File: config.mk
export PLATFORM = sky130hd
export DESIGN_NAME = operand_address_resolver
export DESIGN_NICKNAME = d
export VERILOG_FILES = /design/src/hw/resolver_pkg.sv /design/src/hw/operand_address_resolver.sv /design/src/hw/pointer_bank.sv
export VERILOG_INCLUDE_DIRS = /design/src /design/src/hw
export SDC_FILE = /design/constraint.sdc
export NUM_CORES = 1
export LEC_CHECK = 0
export BUFFER_PORTS_ARGS = -buffer_cell sky130_fd_sc_hd__buf_2
export CELL_PAD_IN_SITES_DETAIL_PLACEMENT = 0
export CELL_PAD_IN_SITES_GLOBAL_PLACEMENT = 1
export CORE_MARGIN = 5
export CORE_UTILIZATION = 25
export CTS_CLUSTER_SIZE = 8
export DETAILED_ROUTE_END_ITERATION = 10
export PLACE_DENSITY_LB_ADDON = 0.05
export SYNTH_ARGS = -nofsm -noshare
export SYNTH_HDL_FRONTEND = slang
export SYNTH_SLANG_ARGS = --single-unit
File: constraint.sdc
create_clock -name sys_clk -period 3.7 [get_ports sys_clk]
set_input_delay 0.37 -clock sys_clk [delete_from_list [all_inputs] [get_ports sys_clk]]
set_output_delay 0.37 -clock sys_clk [all_outputs]
set_load 0.03 [all_outputs]
File: src/hw/resolver_defines.svh
// Constants for the operand address resolver and its pointer registers.
// Operation
// - The low instruction byte is the 8-bit direct operand address.
// - Direct mode bit one: bank pointer joined with the literal gives 14 bits.
// - Direct mode bit zero: bank pointer ignored, literal maps into access bank.
// - Long move carries a full 14-bit address; bank pointer ignored.
// - Result sink bit one: result written back to the source register.
// - Result sink bit zero: result goes to accumulator, source untouched.
// - Without a sink bit the opcode fixes destination: target or accumulator.
// - Three pointer pairs of 8-bit high and low hold 14 bits; two bits unused.
// - A 14-bit pointer reaches all data memory linearly without banking.
// - Pointer registers sit in special-function space, readable and writable.
// - Indirect operands are virtual; they access memory at their pointer.
// - Indirect variants can post-increment, post-decrement or offset the pointer.
// - Indirect addresses use the pointer only; bank pointer and mode bit ignored.
`ifndef RESOLVER_DEFINES_SVH
`define RESOLVER_DEFINES_SVH
`define ADDR_W 14
`define BANK_W 6
`define PTR_COUNT 3
// Access bank split: literals below this go to the lowest bank, others to the top one.
`define ACCESS_SPLIT 8'h60
`define ACCESS_LOW_BANK 6'h00
`define ACCESS_HIGH_BANK 6'h3f
// Special-function addresses of the pointer registers (low, high, in pairs).
`define PTR0_LOW_ADDR 14'h3fe9
`define PTR0_HIGH_ADDR 14'h3fea
`define PTR1_LOW_ADDR 14'h3fe1
`define PTR1_HIGH_ADDR 14'h3fe2
`define PTR2_LOW_ADDR 14'h3fd9
`define PTR2_HIGH_ADDR 14'h3fda
`define PTR_RESET 14'h0000
`endif

File: src/hw/resolver_pkg.sv
// Types shared by the operand address resolver.
package resolver_pkg;
    typedef enum logic [2:0] {
        MODE_DIRECT,
        MODE_LONG,
        MODE_IND_PLAIN,
        MODE_IND_POSTINC,
        MODE_IND_POSTDEC,
        MODE_IND_PREINC,
        MODE_IND_OFFSET
    } addr_mode_t;
    typedef enum logic [1:0] {
        DEST_SINK_BIT,
        DEST_IMPLICIT_TARGET,
        DEST_IMPLICIT_ACC,
        DEST_NONE
    } dest_kind_t;
endpackage : resolver_pkg

File: src/hw/operand_address_resolver.sv
// Resolves operand address and destination, and keeps the pointer pairs.
`timescale 1ns/1ns
`include "resolver_defines.svh"
module operand_address_resolver (
    // Clock and reset
    input wire logic sys_clk,
    input wire logic reset_n,
    // Decoded instruction from the decode stage
    input wire logic instr_valid,
    input wire resolver_pkg::addr_mode_t addr_mode,
    input wire resolver_pkg::dest_kind_t dest_kind,
    input wire logic [7:0] literal_addr,
    input wire logic [13:0] long_addr,
    input wire logic direct_mode_bit,
    input wire logic result_sink_bit,
    input wire logic [1:0] ptr_sel,
    input wire logic [7:0] ptr_offset,
    input wire logic [5:0] bank_pointer,
    // Result write-back from the execute stage (SFR space)
    input wire logic result_we,
    input wire logic [13:0] result_addr,
    input wire logic [7:0] result_data,
    // Resolved operand
    output logic op_valid,
    output logic [13:0] op_addr,
    output logic dest_is_acc,
    output logic dest_is_reg,
    output logic [13:0] dest_addr,
    // Pointer register read-out
    output logic [13:0] ptr0_value,
    output logic [13:0] ptr1_value,
    output logic [13:0] ptr2_value
);
    import resolver_pkg::*;

    typedef struct packed {
        logic op_valid;
        logic [13:0] op_addr;
        logic dest_is_acc;
        logic dest_is_reg;
        logic [13:0] dest_addr;
    } res_state_t;

    res_state_t state_r;
    res_state_t state_nxt;
    logic [3*14-1:0] ptr_all;
    logic [13:0] ptr_cur;
    logic [13:0] ptr_mod;
    logic ptr_upd_en;
    logic [1:0] ptr_upd_sel;
    logic [13:0] ptr_upd_value;
    logic ptr_wr_en;
    logic [1:0] ptr_wr_sel;
    logic [13:0] ptr_wr_value;
    logic [13:0] ind_addr;
    logic [13:0] direct_addr;
    logic [13:0] ptr_low_addr [3];
    logic [13:0] ptr_high_addr [3];
    logic is_ind;

    assign ptr_low_addr[0] = `PTR0_LOW_ADDR;
    assign ptr_low_addr[1] = `PTR1_LOW_ADDR;
    assign ptr_low_addr[2] = `PTR2_LOW_ADDR;
    assign ptr_high_addr[0] = `PTR0_HIGH_ADDR;
    assign ptr_high_addr[1] = `PTR1_HIGH_ADDR;
    assign ptr_high_addr[2] = `PTR2_HIGH_ADDR;

    // The pointer in use; an out-of-range selector reads as pointer 0.
    always_comb begin
        ptr_cur = ptr_all[13:0];
        if (ptr_sel < 2'd3) begin
            ptr_cur = ptr_all[ptr_sel*14 +: 14];
        end
    end

    assign is_ind = (addr_mode == MODE_IND_PLAIN) || (addr_mode == MODE_IND_POSTINC)
        || (addr_mode == MODE_IND_POSTDEC) || (addr_mode == MODE_IND_PREINC)
        || (addr_mode == MODE_IND_OFFSET);

    // Direct address: banked or access-bank mapped literal.
    always_comb begin
        if (direct_mode_bit) begin
            direct_addr = {bank_pointer, literal_addr};
        end else if (literal_addr < `ACCESS_SPLIT) begin
            direct_addr = {`ACCESS_LOW_BANK, literal_addr};
        end else begin
            direct_addr = {`ACCESS_HIGH_BANK, literal_addr};
        end
    end

    // Indirect address and pointer update; pre-increment addresses the new value.
    always_comb begin
        ind_addr = ptr_cur;
        ptr_mod = ptr_cur;
        unique case (addr_mode)
            MODE_IND_POSTINC: ptr_mod = ptr_cur + 14'h0001;
            MODE_IND_POSTDEC: ptr_mod = ptr_cur - 14'h0001;
            MODE_IND_PREINC: begin
                ptr_mod = ptr_cur + 14'h0001;
                ind_addr = ptr_mod;
            end
            MODE_IND_OFFSET: ind_addr = ptr_cur + {6'h00, ptr_offset};
            MODE_DIRECT, MODE_LONG, MODE_IND_PLAIN: ptr_mod = ptr_cur;
            default: ptr_mod = ptr_cur;
        endcase
    end

    // Auto-update has its own port, so a byte write to another pointer in the
    // same cycle cannot swallow it; on the same pointer the byte write wins.
    always_comb begin
        ptr_upd_en = 1'b0;
        ptr_upd_sel = 2'd0;
        ptr_upd_value = ptr_mod;
        if (instr_valid && is_ind && addr_mode != MODE_IND_PLAIN
                && addr_mode != MODE_IND_OFFSET && ptr_sel < 2'd3) begin
            ptr_upd_en = 1'b1;
            ptr_upd_sel = ptr_sel;
        end
    end

    // Pointer byte writes from the execute stage.
    always_comb begin
        ptr_wr_en = 1'b0;
        ptr_wr_sel = 2'd0;
        ptr_wr_value = 14'h0000;
        for (int i = 0; i < 3; i++) begin
            if (result_we && result_addr == ptr_low_addr[i]) begin
                ptr_wr_en = 1'b1;
                ptr_wr_sel = 2'(i);
                ptr_wr_value = {ptr_all[i*14+8 +: 6], result_data};
            end else if (result_we && result_addr == ptr_high_addr[i]) begin
                ptr_wr_en = 1'b1;
                ptr_wr_sel = 2'(i);
                ptr_wr_value = {result_data[5:0], ptr_all[i*14 +: 8]};
            end
        end
    end

    pointer_bank u_pointer_bank (
        .sys_clk(sys_clk),
        .reset_n(reset_n),
        .wr_en(ptr_wr_en),
        .wr_sel(ptr_wr_sel),
        .wr_value(ptr_wr_value),
        .upd_en(ptr_upd_en),
        .upd_sel(ptr_upd_sel),
        .upd_value(ptr_upd_value),
        .ptr_all(ptr_all)
    );

    // Operand and destination resolution, registered one cycle.
    always_comb begin
        state_nxt = state_r;
        state_nxt.op_valid = instr_valid;
        if (instr_valid) begin
            if (addr_mode == MODE_LONG) begin
                state_nxt.op_addr = long_addr;
            end else if (is_ind) begin
                state_nxt.op_addr = ind_addr;
            end else begin
                state_nxt.op_addr = direct_addr;
            end
            state_nxt.dest_addr = state_nxt.op_addr;
            unique case (dest_kind)
                DEST_SINK_BIT: begin
                    state_nxt.dest_is_reg = result_sink_bit;
                    state_nxt.dest_is_acc = !result_sink_bit;
                end
                DEST_IMPLICIT_TARGET: begin
                    state_nxt.dest_is_reg = 1'b1;
                    state_nxt.dest_is_acc = 1'b0;
                end
                DEST_IMPLICIT_ACC: begin
                    state_nxt.dest_is_reg = 1'b0;
                    state_nxt.dest_is_acc = 1'b1;
                end
                DEST_NONE: begin
                    state_nxt.dest_is_reg = 1'b0;
                    state_nxt.dest_is_acc = 1'b0;
                end
            endcase
        end else begin
            state_nxt.dest_is_reg = 1'b0;
            state_nxt.dest_is_acc = 1'b0;
        end
    end

    always_ff @(posedge sys_clk or negedge reset_n) begin
        if (!reset_n) begin
            state_r <= '0;
        end else begin
            state_r <= state_nxt;
        end
    end

    assign op_valid = state_r.op_valid;
    assign op_addr = state_r.op_addr;
    assign dest_is_acc = state_r.dest_is_acc;
    assign dest_is_reg = state_r.dest_is_reg;
    assign dest_addr = state_r.dest_addr;
    assign ptr0_value = ptr_all[13:0];
    assign ptr1_value = ptr_all[27:14];
    assign ptr2_value = ptr_all[41:28];
endmodule : operand_address_resolver

File: src/hw/pointer_bank.sv
// Storage for the three 14-bit pointer pairs with registered read data.
`timescale 1ns/1ns
`include "resolver_defines.svh"
module pointer_bank (
    // Clock and reset
    input wire logic sys_clk,
    input wire logic reset_n,
    // Write port, one pointer per cycle
    input wire logic wr_en,
    input wire logic [1:0] wr_sel,
    input wire logic [13:0] wr_value,
    // Auto-update port from indirect accesses
    input wire logic upd_en,
    input wire logic [1:0] upd_sel,
    input wire logic [13:0] upd_value,
    // Full registered view of all pointers
    output logic [3*14-1:0] ptr_all
);
    import resolver_pkg::*;
    typedef struct packed {
        logic [3*14-1:0] ptr;
    } bank_state_t;
    bank_state_t state_r;
    bank_state_t state_nxt;
    always_comb begin
        state_nxt = state_r;
        if (upd_en && upd_sel < 2'd3) begin
            state_nxt.ptr[upd_sel*14 +: 14] = upd_value;
        end
        // The byte write lands last, so it wins when both hit one pointer.
        if (wr_en && wr_sel < 2'd3) begin
            state_nxt.ptr[wr_sel*14 +: 14] = wr_value;
        end
    end
    always_ff @(posedge sys_clk or negedge reset_n) begin
        if (!reset_n) begin
            state_r <= {`PTR_COUNT{`PTR_RESET}};
        end else begin
            state_r <= state_nxt;
        end
    end
    assign ptr_all = state_r.ptr;
endmodule : pointer_bank

# Word-level counts from Yosys, hierarchy flattened
# Cells that the tools add are included.
# word_totals
rom_bits	0
inputBits	71
mem_bits_rw	0
latch_bits	0
reg_bits	59
output_inout_bits	73
word_cells	89
memories	0
# classes
bitwise_logic	0
reduce_logical	19
n_mul	3
muxes	31
eq_ne	17
div	0
n_addsub	5
n_lt_le_gt_ge	4
shift	5
# op_table
cell	count
2-to-1 mux 14 bit	11
bitwise mux 42 bit	2
== test 14 bit, second input constant	6
2-to-1 mux 42 bit	2
variable shift 14 x 34 -> 42 bit, first input constant	2
indexed part select 14 x 34 -> 42 bit	2
negator 6 -> 34 bit	2
case mux 14 bit (2 select lines)	2
indexed part select 42 x 7 -> 14 bit	1
multiplier 2 x 3 -> 5 bit, second input constant	3
adder 14 x 1 -> 14 bit, second input constant	1
adder 14 x 8 -> 14 bit	1
subtractor 14 x 1 -> 14 bit, second input constant	1
logical AND 1 bit	12
== test 3 bit, second input constant	3
2-to-1 mux 1 bit	9
< comparator 8 x 7 -> 1 bit, second input constant	1
2-to-1 mux 2 bit	4
case mux 2 bit (4 select lines)	1
== test 3 x 2 -> 1 bit, second input constant	2
< comparator 2 bit, second input constant	3
== test 2 bit, second input constant	2
logical OR 1 bit	4
== test 3 x 1 -> 1 bit, second input constant	1
6 further kinds	6

# Longest topological paths before layout
# depth
word_depth	17
ltp_mapped	15
depth_no_buf	13

# Cells and area by module
# From an unflattened synthesis, not the netlist that was laid out.
# unflattened
cells_unflattened	981
hier_area_um2	7582.3
# modules_own_cells
mod	seq_area_each_um2	cells_each	area_per_inst_um2	n_inst
pointer_bank	1051.0	474	3931.3	1
operand_address_resolver	425.4	507	3651.0	1

# Least setup slack after synthesis
# OpenSTA, ideal clock, no wires.
# synth_timing
path_kind	input to register
startpoint	input result_addr[2]
endpoint	register u_pointer_bank.state_r (netlist bit u_pointer_bank.ptr_all[38])
required_time_ns	3.624
path_buffers	5
cell_stages	13
t_arrival_ns	3.240
path_slack_ns	0.383
cell_sequence	and3b_1 clkbuf_1 and3_1 clkbuf_1 nand3_1 clkbuf_1 ha_1 clkbuf_1 or3b_2 or4_1 clkbuf_1 o2bb2a_1 o21ai_1
# synth_rtl
element	line_no	rtl
start: declaration	operand_address_resolver.sv:21	input wire logic [13:0] result_addr,
end signal: assignment	pointer_bank.sv:37	state_r <= {`PTR_COUNT{`PTR_RESET}};
end signal: assignment	pointer_bank.sv:39	state_r <= state_nxt;
end: declaration	pointer_bank.sv:23	bank_state_t state_r;

# Worst setup path in the final report
# layout_timing
startpoint	register u_pointer_bank.state_r (netlist bit u_pointer_bank.ptr_all[0])
endpoint	register state_r (netlist bit dest_addr[8])
# layout_between
elab_chain_len	6
# layout_rtl
element	line_no	rtl
indexed part select 42 x 7 -> 14 bit	operand_address_resolver.sv:72	ptr_cur = ptr_all[ptr_sel*14 +: 14];
2-to-1 mux 14 bit (*)	operand_address_resolver.sv:71	if (ptr_sel < 2'd3) begin
adder 14 x 8 -> 14 bit or adder 14 x 1 -> 14 bit (tied branches)	operand_address_resolver.sv:102, operand_address_resolver.sv:99	
case mux 14 bit (2 select lines) (*)	operand_address_resolver.sv:95	unique case (addr_mode)
2-to-1 mux 14 bit (*)	operand_address_resolver.sv:158	end else if (is_ind) begin
2-to-1 mux 14 bit (*)	operand_address_resolver.sv:156	if (addr_mode == MODE_LONG) begin
end signal: assignment	operand_address_resolver.sv:192	state_r <= state_nxt;
end: declaration	operand_address_resolver.sv:44	res_state_t state_r;
# Every way passes the cells marked *; elsewhere a longest branch is shown, timed or not.
# A chain may end at the register's enable or synchronous reset.

==> flow_results.org <==
** Outcome
- The flow ran to the end, and the final reports show no timing, DRC or antenna violations.

** Routing
- Using the TritonRoute via totals, the vias-per-cell ratio works out to 5.54.
- Across all layers, the routed design uses 7245 vias.
- Total wire length :: 30900 um
- Total iterations of the first detailed-routing run :: 6
- In the final routed layout, each cell accounts on average for 23.6 um.
- In this run the remaining antenna-violating nets after routing total 0.
- After detailed routing, the number of remaining DRC violations is 0.
- DRT iter0 DRCs :: 594

** STA
- Setup violations remaining at the end of the flow were counted as 0.
- Period minus WS final :: 3.33 ns
- Setup repair after global routing missed its margin :: no
- For the final routed database, the setup TNS stands at 0 ns.
- Static timing analysis puts the maximum clock frequency at 0.300 GHz.
- The number of max-slew violations in the final report is 0.
- Measured against its own limit, the worst slew margin works out to 0.192.
- Post-route fraction of the period consumed by the critical path :: 0.900
- Transition time at the pin with the least slew margin :: 1.21 ns
- Fin Hold WS :: 0.194 ns
- Final worst clock skew :: 0.00605 ns
- The final-report hold violation count came to 0.

** Placed design
- Summed over all nets, the half-perimeter wirelength after detailed placement is 25400 um.
- Placed cells :: 1291
- Routability cong. :: 0.919
- Number of buffer cells added on primary ports :: 143

** Die
- Measured along the y axis, the die boundary spans 170 um.
- Die W :: 170 um
- In this run the core area contains 58 standard-cell rows.
- Initial core utilization :: 0.254
- For this design the top-level I/O count stands at 144.
- DIE AREA :: 0.0289 sq mm
- The core region is 0.0252 sq mm.

** GRT
- Initial antenna violation count :: 0
- Wire length of the first global-routing pass :: 47100 um
- Entering global routing, the biggest net connects 41 pins.
- Remaining global-route overflow :: 0
- Vias in the first global route :: 7542
- For this run, the total global-route usage over all layers was measured as 0.211.

** Setup path
- Data arrives at the worst endpoint at 3.56 ns.
- Worst path required time :: 3.93 ns
- By startpoint and endpoint, the worst setup path is classified as reg -> reg.
- Startpoint kind of the worst setup timing path :: flop
- Critical path endpoint category :: flop
- In this run the critical register-to-register path is launched from u_pointer_bank.ptr_all[0].
- Along the worst path, the maximum fanout reaches 9.
- In this run the worst setup path begins at u_pointer_bank.ptr_all[0].

** Synthesis
- In this run, synthesis inferred 0 flip-flops with an integrated enable.
- Yosys printed 0 warnings.
- Summing every instance area after synthesis gives 0.00641 sq mm.
- By count the netlist is led by nand2_1 (90), nor2_1 (70), dfrtp_1 (59), a21oi_1 (47), o21ai_0 (46).
- In this run the mean area of a mapped cell was 7.86 sq um.
- The number of different library cells used by synthesis comes to 86.
- The most used flip-flop cell after synthesis is dfrtp_1.
- The most common cell in the synthesized netlist is nand2_1.
- The synthesized design contains 59 register bits.
- Synthesis produced a netlist with a net count of 906.
- Counting flops with an async set or reset pin after synthesis yields a share of 1.00.
- Of the post-synthesis cell area, the dominant cell type holds 0.230.
- The share of the Yosys chip area taken by registers is 0.230.
- dfrtp_1 takes more of the synthesized area than any other cell.
- In the synthesized netlist, the number of instances is 815.
- Main area contributors after synthesis :: dfrtp_1 (23%), mux2i_1 (6.2%), nand2_1 (5.3%)

** Clocking
- Number of post-CTS setup repair buffers :: 0
- CTS root buffer :: clkbuf_16
- Clock transition time at the flip-flop clock pins of the worst setup and hold paths :: 0.06 ns
- Worst-case clock buffer depth :: 2
- Once the clock tree was built, the resizer swapped 0 gates to a different size.
- At the later pin of the worst-skew pair, clock insertion delay measures 0.34 ns.
- Number of clock sinks :: 59
- CTS H-tree depth :: 3
- Number of buffers inserted during clock tree synthesis :: 9
- Hold buffer count at cts :: 0
- TritonCTS built the clock tree.

** Run
- Max-cap violations :: 0

** Final layout
- Number of filler instances in the final layout :: 2738
- Max reg flops :: 42
- The repair_antennas step left the layout with diodes totalling 0.
- The final layout contains 1063 nets.
- The finished layout holds 1307 standard cells, fillers aside.
- Compared with the post-synthesis result, the final layout area differs by 24.6%.
- In the final layout, the share of cells above drive strength 1 is 0.272.

** Power and ir drop
- Summed over all cells, the static leakage comes to 3.57 nW.
- Power Density :: 316 mW/mm^2
- Across the VDD grid, the largest voltage drop is 0.209 mV.

** Min path
- In this run the most critical hold path is launched from dest_kind[0].
- In this run the worst hold path is classified as in -> reg.
-- kinds of logic (layout without fill, tap and decap cells) --
group,count (synthesis),in the layout,synth area share
AOI/OAI and AO/OA,259,259,0.281
DFF,59,59,0.230
and+or+nand+nor,319,319,0.253
buffers and inverters,76,238,0.0623
adders and majority gates,20,20,0.0402
muxes,64,64,0.109
xor gates and xnor gates,18,18,0.0246
-- critical path: stages (launching register included) --
cell	delay (ns)
dfrtp_1	0.45
mux2i_1	0.20
mux2_4	0.27
clkinv_4	0.10
ha_1	0.21
fa_1	0.40
a21oi_1	0.20
o21ai_0	0.17
o221ai_1	0.25
a21oi_1	0.19
or3_1	0.37
a21oi_1	0.16
o311ai_1	0.11
o21a_1	0.13
-- metal layers --
metal / vias to the layer above / share of wire / track usage
li1: 3410 / - / -
met1: 3509 / 0.42 / 0.259
met2: 286 / 0.51 / 0.381
met3: 40 / 0.056 / 0.0316
met4: 0 / 0.022 / 0.0597
met5: - / 0 / 0
-- power breakdown --
group	switching, W	leakage [nW]	internal, W
logic	0.000537	2.62	0.000285
registers	0.0000608	0.791	0.000687
clock network	0.000361	0.160	0.000595
-- through the flow --
step | worst slack, ns | total power (W) | cell area (sq um) | util
detailed placement | 0.205 | 0.00159 | 7660 | 0.304
global route | 0.188 | 0.00266 | 7980 | 0.317
global placement | 0.206 | 0.00159 | 7660 | 0.304
CTS | 0.372 | 0.00257 | 7980 | 0.317
floorplan | 0.383 | 0.00130 | 6410 | -
finish | 0.370 | 0.00253 | 7980 | 0.317
-- worst paths after layout --
kind                       depth (start not counted)                         end  slack, ns
max                                               13                dest_addr[8]       0.37
min reg2reg                                        1                dest_addr[8]       0.51
min                                                2                 dest_is_acc       0.19
min in group asynchronous                          1                dest_addr[1]       0.20
max in group asynchronous                          2  u_pointer_bank.ptr_all[15]       2.60
max reg2reg                                       13                dest_addr[8]       0.37
-- area by class of cell --
type / count / area, sq um / area share
clock buffer: 9 / 225 / 0.0282
sequential: 59 / 1480 / 0.185
inverter: 22 / 91.3 / 0.0114
timing repair buffer: 200 / 1140 / 0.143
tap: 330 / 413 / 0.0517
multi-input combinational: 680 / 4530 / 0.568
clock inverter: 7 / 100 / 0.0125
-- layout by cell type, fill, tap and decap left out, drive strengths merged, types with 11 or more instances in the layout --
cell type  netlist  final
mux2            20     20
a211oi          13     13
xnor2           12     12
dfrtp           59     59
a31oi           13     13
nor2            71     71
mux2i           44     44
nand4           12     12
o21ai           48     48
a21oi           47     47
a22oi           27     27
o221ai          11     11
o211ai          11     11
buf             26    200
inv             17     18
nand3           40     40
ha              19     19
nor2b           14     14
o22ai           12     12
and3            12     12
nand2           90     90
nor3            30     30
Note: power is estimated with default switching activity, not from simulation.
